### src/common/rfim_pkg.sv
/*
 * Constants for the interrupt mask bank: register addresses, field positions,
 * reset values and FIFO level thresholds.
 * Assumes an 8-bit register port with a 6-bit address, as seen by the host
 * port decoder in front of it.
 */
package rfim_pkg;

   localparam int NUM_GROUPS = 4;
   localparam int REG_W = 8;
   localparam int ADDR_W = 6;

   // Mask registers, one per interrupt group, read and write.
   localparam logic [5:0] ADDR_MAIN_MASK = 6'h16;
   localparam logic [5:0] ADDR_TIMER_FIELD_MASK = 6'h17;
   localparam logic [5:0] ADDR_ERROR_WAKEUP_MASK = 6'h18;
   localparam logic [5:0] ADDR_PASSIVE_TARGET_MASK = 6'h19;

   // Status registers, read only, cleared by the read.
   localparam logic [5:0] ADDR_MAIN_STAT = 6'h1a;
   localparam logic [5:0] ADDR_PASSIVE_TARGET_STAT = 6'h1d;

   localparam logic [7:0] MASK_RESET = 8'h00;
   localparam logic [7:0] STAT_RESET = 8'h00;
   localparam logic [7:0] RDATA_UNMAPPED = 8'h00;

   // Bits that carry a source in each group; the others always read zero in status.
   localparam logic [7:0] MAIN_SRC_BITS = 8'hfe;
   localparam logic [7:0] TIMER_FIELD_SRC_BITS = 8'hff;
   localparam logic [7:0] ERROR_WAKEUP_SRC_BITS = 8'hff;
   localparam logic [7:0] PASSIVE_TARGET_SRC_BITS = 8'h7b;

   // Main group field positions.
   localparam int MAIN_OSC_BIT = 7;
   localparam int MAIN_FIFO_LEVEL_BIT = 6;

   // FIFO level thresholds in bytes.
   localparam int FIFO_DEPTH = 512;
   localparam int FIFO_RX_HIGH = 300;
   localparam int FIFO_TX_LOW = 200;

endpackage

### src/core/rfim_fifo_level.sv
/*
 * FIFO level event detector: one-cycle pulse when the fill level enters the
 * region that needs host service.
 * Assumes the FIFO count and the rx/tx activity flags are synchronous to sys_clk.
 */
`timescale 1ns/1ps
module rfim_fifo_level #(
   parameter int CNT_W = 10,
   parameter int RX_HIGH = rfim_pkg::FIFO_RX_HIGH,
   parameter int TX_LOW = rfim_pkg::FIFO_TX_LOW
) (
   input wire logic sys_clk,
   input wire logic reset,
   input wire logic [CNT_W-1:0] fifo_count,
   input wire logic rx_active,
   input wire logic tx_active,
   output logic level_evt
);

   typedef struct packed {
      logic cond;
      logic evt;
   } rfim_lvl_state_t;

   rfim_lvl_state_t s_q;
   rfim_lvl_state_t s_d;
   logic cond;

   always_comb
   begin
      cond = 1'b0;
      if (rx_active)
      begin
         cond = fifo_count > CNT_W'(RX_HIGH);
      end
      else if (tx_active)
      begin
         cond = fifo_count < CNT_W'(TX_LOW);
      end
      s_d = s_q;
      s_d.cond = cond;
      // Fires once on entry, so a level sitting above threshold does not retrigger.
      s_d.evt = cond && !s_q.cond;
   end

   always_ff @(posedge sys_clk)
   begin
      if (reset)
      begin
         s_q <= '0;
      end
      else
      begin
         s_q <= s_d;
      end
   end

   assign level_evt = s_q.evt;
endmodule

### src/core/rfim_status_bank.sv
/*
 * One interrupt status register: sticky bits set by source events and cleared
 * by a host read. A set arriving in the clearing cycle is kept.
 * Assumes event inputs are one-cycle pulses synchronous to sys_clk.
 */
`timescale 1ns/1ps
module rfim_status_bank #(
   parameter logic [7:0] SRC_BITS = 8'hff
) (
   input wire logic sys_clk,
   input wire logic reset,
   input wire logic [7:0] evt,
   input wire logic rd_clr,
   output logic [7:0] status
);

   typedef struct packed {
      logic [7:0] status;
   } rfim_stat_state_t;

   rfim_stat_state_t s_q;
   rfim_stat_state_t s_d;

   always_comb
   begin
      s_d = s_q;
      s_d.status = ((rd_clr ? rfim_pkg::STAT_RESET : s_q.status) | evt) & SRC_BITS;
   end

   always_ff @(posedge sys_clk)
   begin
      if (reset)
      begin
         s_q <= '0;
      end
      else
      begin
         s_q <= s_d;
      end
   end

   assign status = s_q.status;
endmodule

### src/core/rfim_irq_top.sv
/*
 * Interrupt mask bank: four mask registers, four read-to-clear status
 * registers and the interrupt request output toward the host.
 * Assumes the host port decoder presents one-cycle read and write strobes
 * with a 6-bit address and byte data, synchronous to sys_clk.
 */
`timescale 1ns/1ps
//
// Overview of operation
// - Mask bit 7 of the main mask stops the oscillator-stable event from raising the interrupt.
// - Mask bit 6 of the main mask stops the FIFO fill-level event from raising the interrupt.
// - Main mask bits 5, 4 and 3 stop receive-start, receive-end and transmit-end interrupts.
// - Main mask bit 2 stops bit collision, bit 1 stops reception restart, and bit 0 does nothing.
// - Timer and field mask bits 7, 6, 5 stop command-done, no-response and general timer interrupts.
// - Timer and field mask bit 4 stops field-rise and bit 3 stops field-drop interrupts.
// - Timer and field mask bits 2, 1, 0 stop collision-avoidance, guard-time and bit-rate interrupts.
// - Error and wake-up mask bits 7 to 4 stop CRC, parity, soft and hard framing error interrupts.
// - Error and wake-up mask bits 3 to 0 stop wake-up timer, amplitude, phase and capacitance interrupts.
// - Passive target mask bit 6 stops slot level, bit 5 stops peer field-on, and bit 7 is reserved.
// - Passive target mask bit 4 stops the end-of-receive interrupt of device-handled responses.
// - Passive target mask bit 3 stops high-rate, bits 1 and 0 stop base-rate target interrupts, bit 2 reserved.
// - The four mask registers sit at 16h to 19h and can be written and read back by the host.
// - A status register reads back its bits and is then cleared, keeping only events that arrive in the read cycle.
// - The FIFO level event fires in receive above 300 bytes and, while receive is inactive, in transmit below 200 bytes.
module rfim_irq_top #(
   parameter int CNT_W = 10
) (
   input wire logic sys_clk,
   input wire logic reset,
   input wire logic [5:0] reg_addr,
   input wire logic reg_wr,
   input wire logic reg_rd,
   input wire logic [7:0] reg_wdata,
   output logic [7:0] reg_rdata,
   output logic reg_rvalid,
   input wire logic [7:0] evt_main,
   input wire logic [7:0] evt_timer_field,
   input wire logic [7:0] evt_error_wakeup,
   input wire logic [7:0] evt_passive_target,
   input wire logic [CNT_W-1:0] fifo_count,
   input wire logic rx_active,
   input wire logic tx_active,
   output logic irq
);

   typedef struct packed {
      logic [3:0][7:0] mask;
      logic [7:0] rdata;
      logic rvalid;
      logic irq;
   } rfim_top_state_t;

   localparam logic [3:0][7:0] SRC_BITS = {rfim_pkg::PASSIVE_TARGET_SRC_BITS,
      rfim_pkg::ERROR_WAKEUP_SRC_BITS, rfim_pkg::TIMER_FIELD_SRC_BITS, rfim_pkg::MAIN_SRC_BITS};

   rfim_top_state_t s_q;
   rfim_top_state_t s_d;
   logic [3:0][7:0] evt;
   logic [3:0][7:0] status;
   logic [3:0] rd_clr;
   logic fifo_level_evt;
   logic [31:0] pend_all;
   logic [31:0] mask_all;
   logic [31:0] unmasked;

   rfim_fifo_level #(
      .CNT_W(CNT_W),
      .RX_HIGH(rfim_pkg::FIFO_RX_HIGH),
      .TX_LOW(rfim_pkg::FIFO_TX_LOW)
   ) u_fifo_level (
      .sys_clk(sys_clk),
      .reset(reset),
      .fifo_count(fifo_count),
      .rx_active(rx_active),
      .tx_active(tx_active),
      .level_evt(fifo_level_evt)
   );

   // The FIFO level source comes from the level detector, not from the event port.
   always_comb
   begin
      evt[0] = evt_main;
      evt[0][rfim_pkg::MAIN_FIFO_LEVEL_BIT] = fifo_level_evt;
      evt[1] = evt_timer_field;
      evt[2] = evt_error_wakeup;
      evt[3] = evt_passive_target;
   end

   genvar g;
   generate
      for (g = 0; g < rfim_pkg::NUM_GROUPS; g = g + 1)
      begin : gen_group
         assign rd_clr[g] = reg_rd && (reg_addr == rfim_pkg::ADDR_MAIN_STAT + 6'(g));
         rfim_status_bank #(
            .SRC_BITS(SRC_BITS[g])
         ) u_status (
            .sys_clk(sys_clk),
            .reset(reset),
            .evt(evt[g]),
            .rd_clr(rd_clr[g]),
            .status(status[g])
         );
      end
   endgenerate

   assign pend_all = status;
   assign mask_all = s_q.mask;
   // A set mask bit hides its source; reserved bits never become pending.
   assign unmasked = pend_all & ~mask_all;

   always_comb
   begin
      s_d = s_q;
      s_d.rvalid = reg_rd;
      s_d.rdata = rfim_pkg::RDATA_UNMAPPED;
      if (reg_wr && reg_addr >= rfim_pkg::ADDR_MAIN_MASK && reg_addr <= rfim_pkg::ADDR_PASSIVE_TARGET_MASK)
      begin
         s_d.mask[2'(reg_addr - rfim_pkg::ADDR_MAIN_MASK)] = reg_wdata;
      end
      if (!reg_rd)
      begin
         s_d.rdata = s_q.rdata;
      end
      else if (reg_addr >= rfim_pkg::ADDR_MAIN_MASK && reg_addr <= rfim_pkg::ADDR_PASSIVE_TARGET_MASK)
      begin
         s_d.rdata = s_q.mask[2'(reg_addr - rfim_pkg::ADDR_MAIN_MASK)];
      end
      else if (reg_addr >= rfim_pkg::ADDR_MAIN_STAT && reg_addr <= rfim_pkg::ADDR_PASSIVE_TARGET_STAT)
      begin
         s_d.rdata = status[2'(reg_addr - rfim_pkg::ADDR_MAIN_STAT)];
      end
      s_d.irq = |unmasked;
   end

   always_ff @(posedge sys_clk)
   begin
      if (reset)
      begin
         s_q <= '0;
      end
      else
      begin
         s_q <= s_d;
      end
   end

   assign reg_rdata = s_q.rdata;
   assign reg_rvalid = s_q.rvalid;
   assign irq = s_q.irq;
endmodule

### config.mk
export PLATFORM = sky130hd
export DESIGN_NAME = rfim_irq_top
export DESIGN_NICKNAME = d
export VERILOG_FILES = /design/src/common/rfim_pkg.sv /design/src/core/rfim_fifo_level.sv /design/src/core/rfim_status_bank.sv /design/src/core/rfim_irq_top.sv
export SDC_FILE = /design/constraint.sdc
export NUM_CORES = 1
export LEC_CHECK = 0
export ABC_AREA = 1
export BUFFER_PORTS_ARGS = -buffer_cell sky130_fd_sc_hd__buf_2
export CAP_MARGIN = 15
export CORE_MARGIN = 4
export CORE_UTILIZATION = 49
export DETAILED_ROUTE_END_ITERATION = 7
export GPL_TIMING_DRIVEN = 0
export PLACE_DENSITY = 0.85
export SLEW_MARGIN = 20
export SYNTH_ARGS = -nofsm -noshare
export SYNTH_HDL_FRONTEND = slang
export SYNTH_SLANG_ARGS = --single-unit
### constraint.sdc
create_clock -name sys_clk -period 0.9 [get_ports sys_clk]
set_input_delay 0.045 -clock sys_clk [delete_from_list [all_inputs] [get_ports sys_clk]]
set_output_delay 0.045 -clock sys_clk [all_outputs]
set_load 0.1 [all_outputs]
==> metrics.md <==
| Metric | Value |
|---|---|
| Proportion of synthesized chip area in sequential cells | 40.95% |
| Width of the chip | approximately 93 um |
| Share of final-layout standard cells stronger than drive strength 1 | 32.73% |
| Internal power | 5.073 mW |
| Final net count | 781 |
| Top-area cell type share of the netlist area | 40.95% |
| Clock tree from TritonCTS | done |
| Number of pins with negative max-slew slack in the final report | 0 |
| Drt via density | 5.268 |
| Final core utilization | 75.51% |
| Total number of placement rows | 30 |
| Global placer's final weighted congestion | about 0.95 |
| Worst Path Class, Setup | reg -> reg |
| Post-detailed-route DRC marker count | 0 |
| Global route overflow | 0 |
| Number of vias in the routed layout | 4,320 |
| DR pass1 iterations | 5 |
| DRC violation total after the first TritonRoute iteration | 482 |
| Reported max-cap violation count | 0 |
| Setup crit end kind | flip-flop |
| Final count of hold timing violations | 0 |
| Syn avg cell area | about 6.0 sq um |
| Worst-case headroom to the max-slew limit | a little under three fifths |
| Buffers from clock root to sink, at most | 2 |
| Starting utilization of the core area | around half |
| Area grow syn2layout | 46.95% |
| Inserted Clock Buffers | 9 |
| Synth Instances | 590 |
| Register bit count reported by yosys | 73 |
| Ports | between 70 and 80 |
| Post-detail-place hpwl | 8619 um |
| Worst-path clk slew | 0.09 ns |
| Met2 Use GR | 51.04% |
| Pin count of the biggest net entering global routing | 15 |
| Non-filler instance count after layout | 820 |
| Tightest Pin Transition | approximately 0.66 ns |
| Max Fclk | 887.3 MHz |
| Failing checks | setup timing |
| First-pass GRT wire length | 19,970 um |
| Leak | about 2.7 nW |
| Switching power share of the total | between 30% and 40% |
| Syn nets | 652 |
| Max stage delay cell, worst path | sky130_fd_sc_hd__dfxtp_2 |
| Die area | 8711 sq um |
| Synth unique cells | 19 |
| Die height | 93.34 um |
| Worst min-delay path category | in -> reg |
| Unrepaired setup endpoints after global routing | yes |
| Post-detailed-route wirelength per cell | 16.50 um |
| GR Util All Layers | between 30% and 40% |
| Worst path max stage delay | around 0.34 ns |
| # port buffers | between 60 and 70 |
| Most repeated library cell on the critical path | sky130_fd_sc_hd__nand2_1 |
| Time the final worst path needs with I/O delays and setup | 1.127 ns |
| Number of clock sinks | 73 |
| Worst path setup slack after routing | -0.2270 ns |
| Instance area at placement | 4161 sq um |
| Clock tree root buffer cell | sky130_fd_sc_hd__clkbuf_8 |
| Worst slack after detailed placement | -0.5872 ns |
| Fraction of the cycle the final worst path needs | 125.2% |
| Share of power burned in combinational logic | a little over a fifth |
| Count of yosys warnings during synthesis | 0 |
| Outcome | complete, but fails checks |
| Core Region | between 6000 and 7000 sq um |
| Source-to-sink clock delay at the later pin of the worst-skew pair | between 0.3 and 0.4 ns |
| Total of endpoints with negative setup slack in the final report | 33 |
| Setup clock skew after layout | 0.007749 ns |
| Share of power burned in the clock network | 31.8% |
| Type of element launching the critical path | flip-flop |
| WP buf/inv | 1 |
| Number of antenna violations at the first check in global routing | 0 |
| Met1 track demand over resource in global routing | a little over a third |
| Drt total wl | 13,530 um |
| Largest fanout of any net on the critical path | 2 |
| Antenna diodes | 0 |
| Worst Hold Margin | 0.008042 ns |
| Met3 demand-to-capacity share in global routing | 7.080% |
| Biggest area contributors in the synthesized netlist | sky130_fd_sc_hd__dfxtp_1 41%, sky130_fd_sc_hd__nand2_1 25%, sky130_fd_sc_hd__nor2_1 13% |
| Cell area after layout | 5244 sq um |
| Layer carrying the most global-route usage | met2 |
| Number of H-tree levels | 3 |
| Endpoint arrival time on the critical path | 1.36 ns |
| Pwr dens | 1447 nW/um^2 |
| Via count of the first global-routing pass | 4,116 |
| Cell Chain, Critical Path | inv_2 > nand2_1 > nand2_1 > nor2_2 > nand2_1 > nor2_2 > a21oi_2 |
| DRT antenna net count | 0 |
| Sequential share of power | 46.8% |
| Total negative slack for setup checks | -2.338 ns |
| Kind of cell with the highest combined delay on the critical path | simple AND/OR/NAND/NOR gates |
| Post-synthesis instance area | 3568 sq um |
| Cell taking the most area after synthesis | sky130_fd_sc_hd__dfxtp_1 |
| Switching power summed over all nets | roughly 2.5 mW |
| Cells after DPL | ~750 |
| Critical path required time | about 1.1 ns |
| Total chip power | 7.590 mW |
| Worst vdd rail ir drop | 1.343 mV |
==> cell families (layout without fill, tap and decap cells) <==
| family | after synthesis | in the layout | share of synthesized area, % |
|---|---|---|---|
| compound gates | 41 | 41 | 5.750 |
| flops | 73 | 73 | 40.95 |
| buf+inv | 76 | 210 | 8.415 |
| simple gates | 400 | 400 | 44.88 |
==> synth_stat cells <==
cell type,instances
sky130_fd_sc_hd__a21oi_1,32
sky130_fd_sc_hd__and3_1,1
sky130_fd_sc_hd__buf_1,1
sky130_fd_sc_hd__buf_2,6
sky130_fd_sc_hd__buf_4,2
sky130_fd_sc_hd__clkbuf_1,12
sky130_fd_sc_hd__dfxtp_1,73
sky130_fd_sc_hd__inv_1,51
sky130_fd_sc_hd__inv_2,4
sky130_fd_sc_hd__nand2_1,233
sky130_fd_sc_hd__nand2_2,1
sky130_fd_sc_hd__nand3_1,31
sky130_fd_sc_hd__nand4_1,4
sky130_fd_sc_hd__nand4_4,2
sky130_fd_sc_hd__nor2_1,122
sky130_fd_sc_hd__nor2_2,3
sky130_fd_sc_hd__nor3_1,3
sky130_fd_sc_hd__o21ai_0,8
sky130_fd_sc_hd__o21ai_1,1
==> worst paths after layout <==
| check | startpoint | cells after the start | end | slack [ns] |
|---|---|---|---|---|
| setup / recovery | mask_all[24] | 7 | irq | -0.23 |
| hold / removal | reg_wdata[4] | 3 | mask_all[28] | 0.008 |
| hold reg to reg | u_fifo_level.s_q[1] | 1 | u_fifo_level.level_evt | 0.39 |
| setup reg to reg | mask_all[24] | 7 | irq | -0.23 |
==> metal layers <==
layer	vias to the layer above	part of all wire, %
met5	-	0
met4	0	3.9
met3	56	9.3
met2	263	49
met1	1938	38
li1	2063	-
==> power by group through the flow <==
stage	logic, mW	registers [mW]	clock network (mW)
after floorplan	0.616	3.74	0
after global placement	1.16	3.58	0
after detailed placement	1.19	3.58	0
after CTS	1.44	3.53	2.41
after global routing	1.75	3.57	2.53
final	1.62	3.55	2.41
==> layout make-up <==
class                           count  area (sq um)
Buffer                             21         143.9
Clock buffer                        9         123.9
Clock inverter                      7         53.80
Fill cell                         513          1700
Inverter                           55         232.7
Multi-Input combinational cell    441          2037
Sequential cell                    73          1535
Tap cell                           96         120.1
Timing Repair Buffer              118         997.2
==> cell usage in the layout (no fill, tap or decap), types with 2 or more instances in the layout <==
| cell type | synthesis | final |
|---|---|---|
| sky130_fd_sc_hd__a21oi_1 | 32 | 31 |
| sky130_fd_sc_hd__inv_1 | 51 | 33 |
| sky130_fd_sc_hd__clkbuf_1 | 12 | 7 |
| sky130_fd_sc_hd__inv_2 | 4 | 19 |
| sky130_fd_sc_hd__dlygate4sd3_1 | 0 | 33 |
| sky130_fd_sc_hd__o21ai_2 | 0 | 4 |
| sky130_fd_sc_hd__dfxtp_2 | 0 | 32 |
| sky130_fd_sc_hd__nor3_1 | 3 | 2 |
| sky130_fd_sc_hd__buf_8 | 0 | 3 |
| sky130_fd_sc_hd__buf_2 | 6 | 51 |
| sky130_fd_sc_hd__nand3_1 | 31 | 18 |
| sky130_fd_sc_hd__clkbuf_2 | 0 | 4 |
| sky130_fd_sc_hd__buf_12 | 0 | 11 |
| sky130_fd_sc_hd__buf_4 | 2 | 19 |
| sky130_fd_sc_hd__nor2_1 | 122 | 114 |
| sky130_fd_sc_hd__nand4_4 | 2 | 2 |
| sky130_fd_sc_hd__inv_6 | 0 | 2 |
| sky130_fd_sc_hd__dfxtp_1 | 73 | 32 |
| sky130_fd_sc_hd__nand2_4 | 0 | 3 |
| sky130_fd_sc_hd__clkbuf_8 | 0 | 9 |
| sky130_fd_sc_hd__nand2_2 | 1 | 25 |
| sky130_fd_sc_hd__buf_6 | 0 | 7 |
| sky130_fd_sc_hd__nand2_1 | 233 | 205 |
| sky130_fd_sc_hd__o21ai_1 | 1 | 4 |
| sky130_fd_sc_hd__dfxtp_4 | 0 | 9 |
| sky130_fd_sc_hd__clkinvlp_4 | 0 | 3 |
| sky130_fd_sc_hd__buf_1 | 1 | 2 |
| sky130_fd_sc_hd__nor2_4 | 0 | 3 |
| sky130_fd_sc_hd__nand3_2 | 0 | 12 |
| sky130_fd_sc_hd__nor2_2 | 3 | 8 |
| sky130_fd_sc_hd__clkbuf_4 | 0 | 2 |
| sky130_fd_sc_hd__nand4_1 | 4 | 4 |
==> state kept, by name, summed over array words and instances, names as in the netlist <==
name and count:
u_fifo_level.level_evt 1, reg_rdata 8, reg_rvalid 1, mask_all 32, irq 1, gen_group.u_status.status 29, u_fifo_level.s_q 1
==> worst reg2reg max path, cell delays in order, from the launching register on <==
cell and delay (ns):
sky130_fd_sc_hd__dfxtp_2 0.34, sky130_fd_sc_hd__inv_2 0.05, sky130_fd_sc_hd__nand2_1 0.07, sky130_fd_sc_hd__nand2_1 0.09, sky130_fd_sc_hd__nor2_2 0.17, sky130_fd_sc_hd__nand2_1 0.09, sky130_fd_sc_hd__nor2_2 0.11, sky130_fd_sc_hd__a21oi_2 0.08
==> repair_timing <==
item / 4_1_cts / 5_1_grt
hold endpoints to repair: 42 / 0
hold buffers: 33 / 0
buffers inserted: 6 / 12
endpoints found under the setup margin: 64 / 78
pin swaps: 17 / 22
resized for setup: 106 / 69
(Power assumes the default switching activity.)
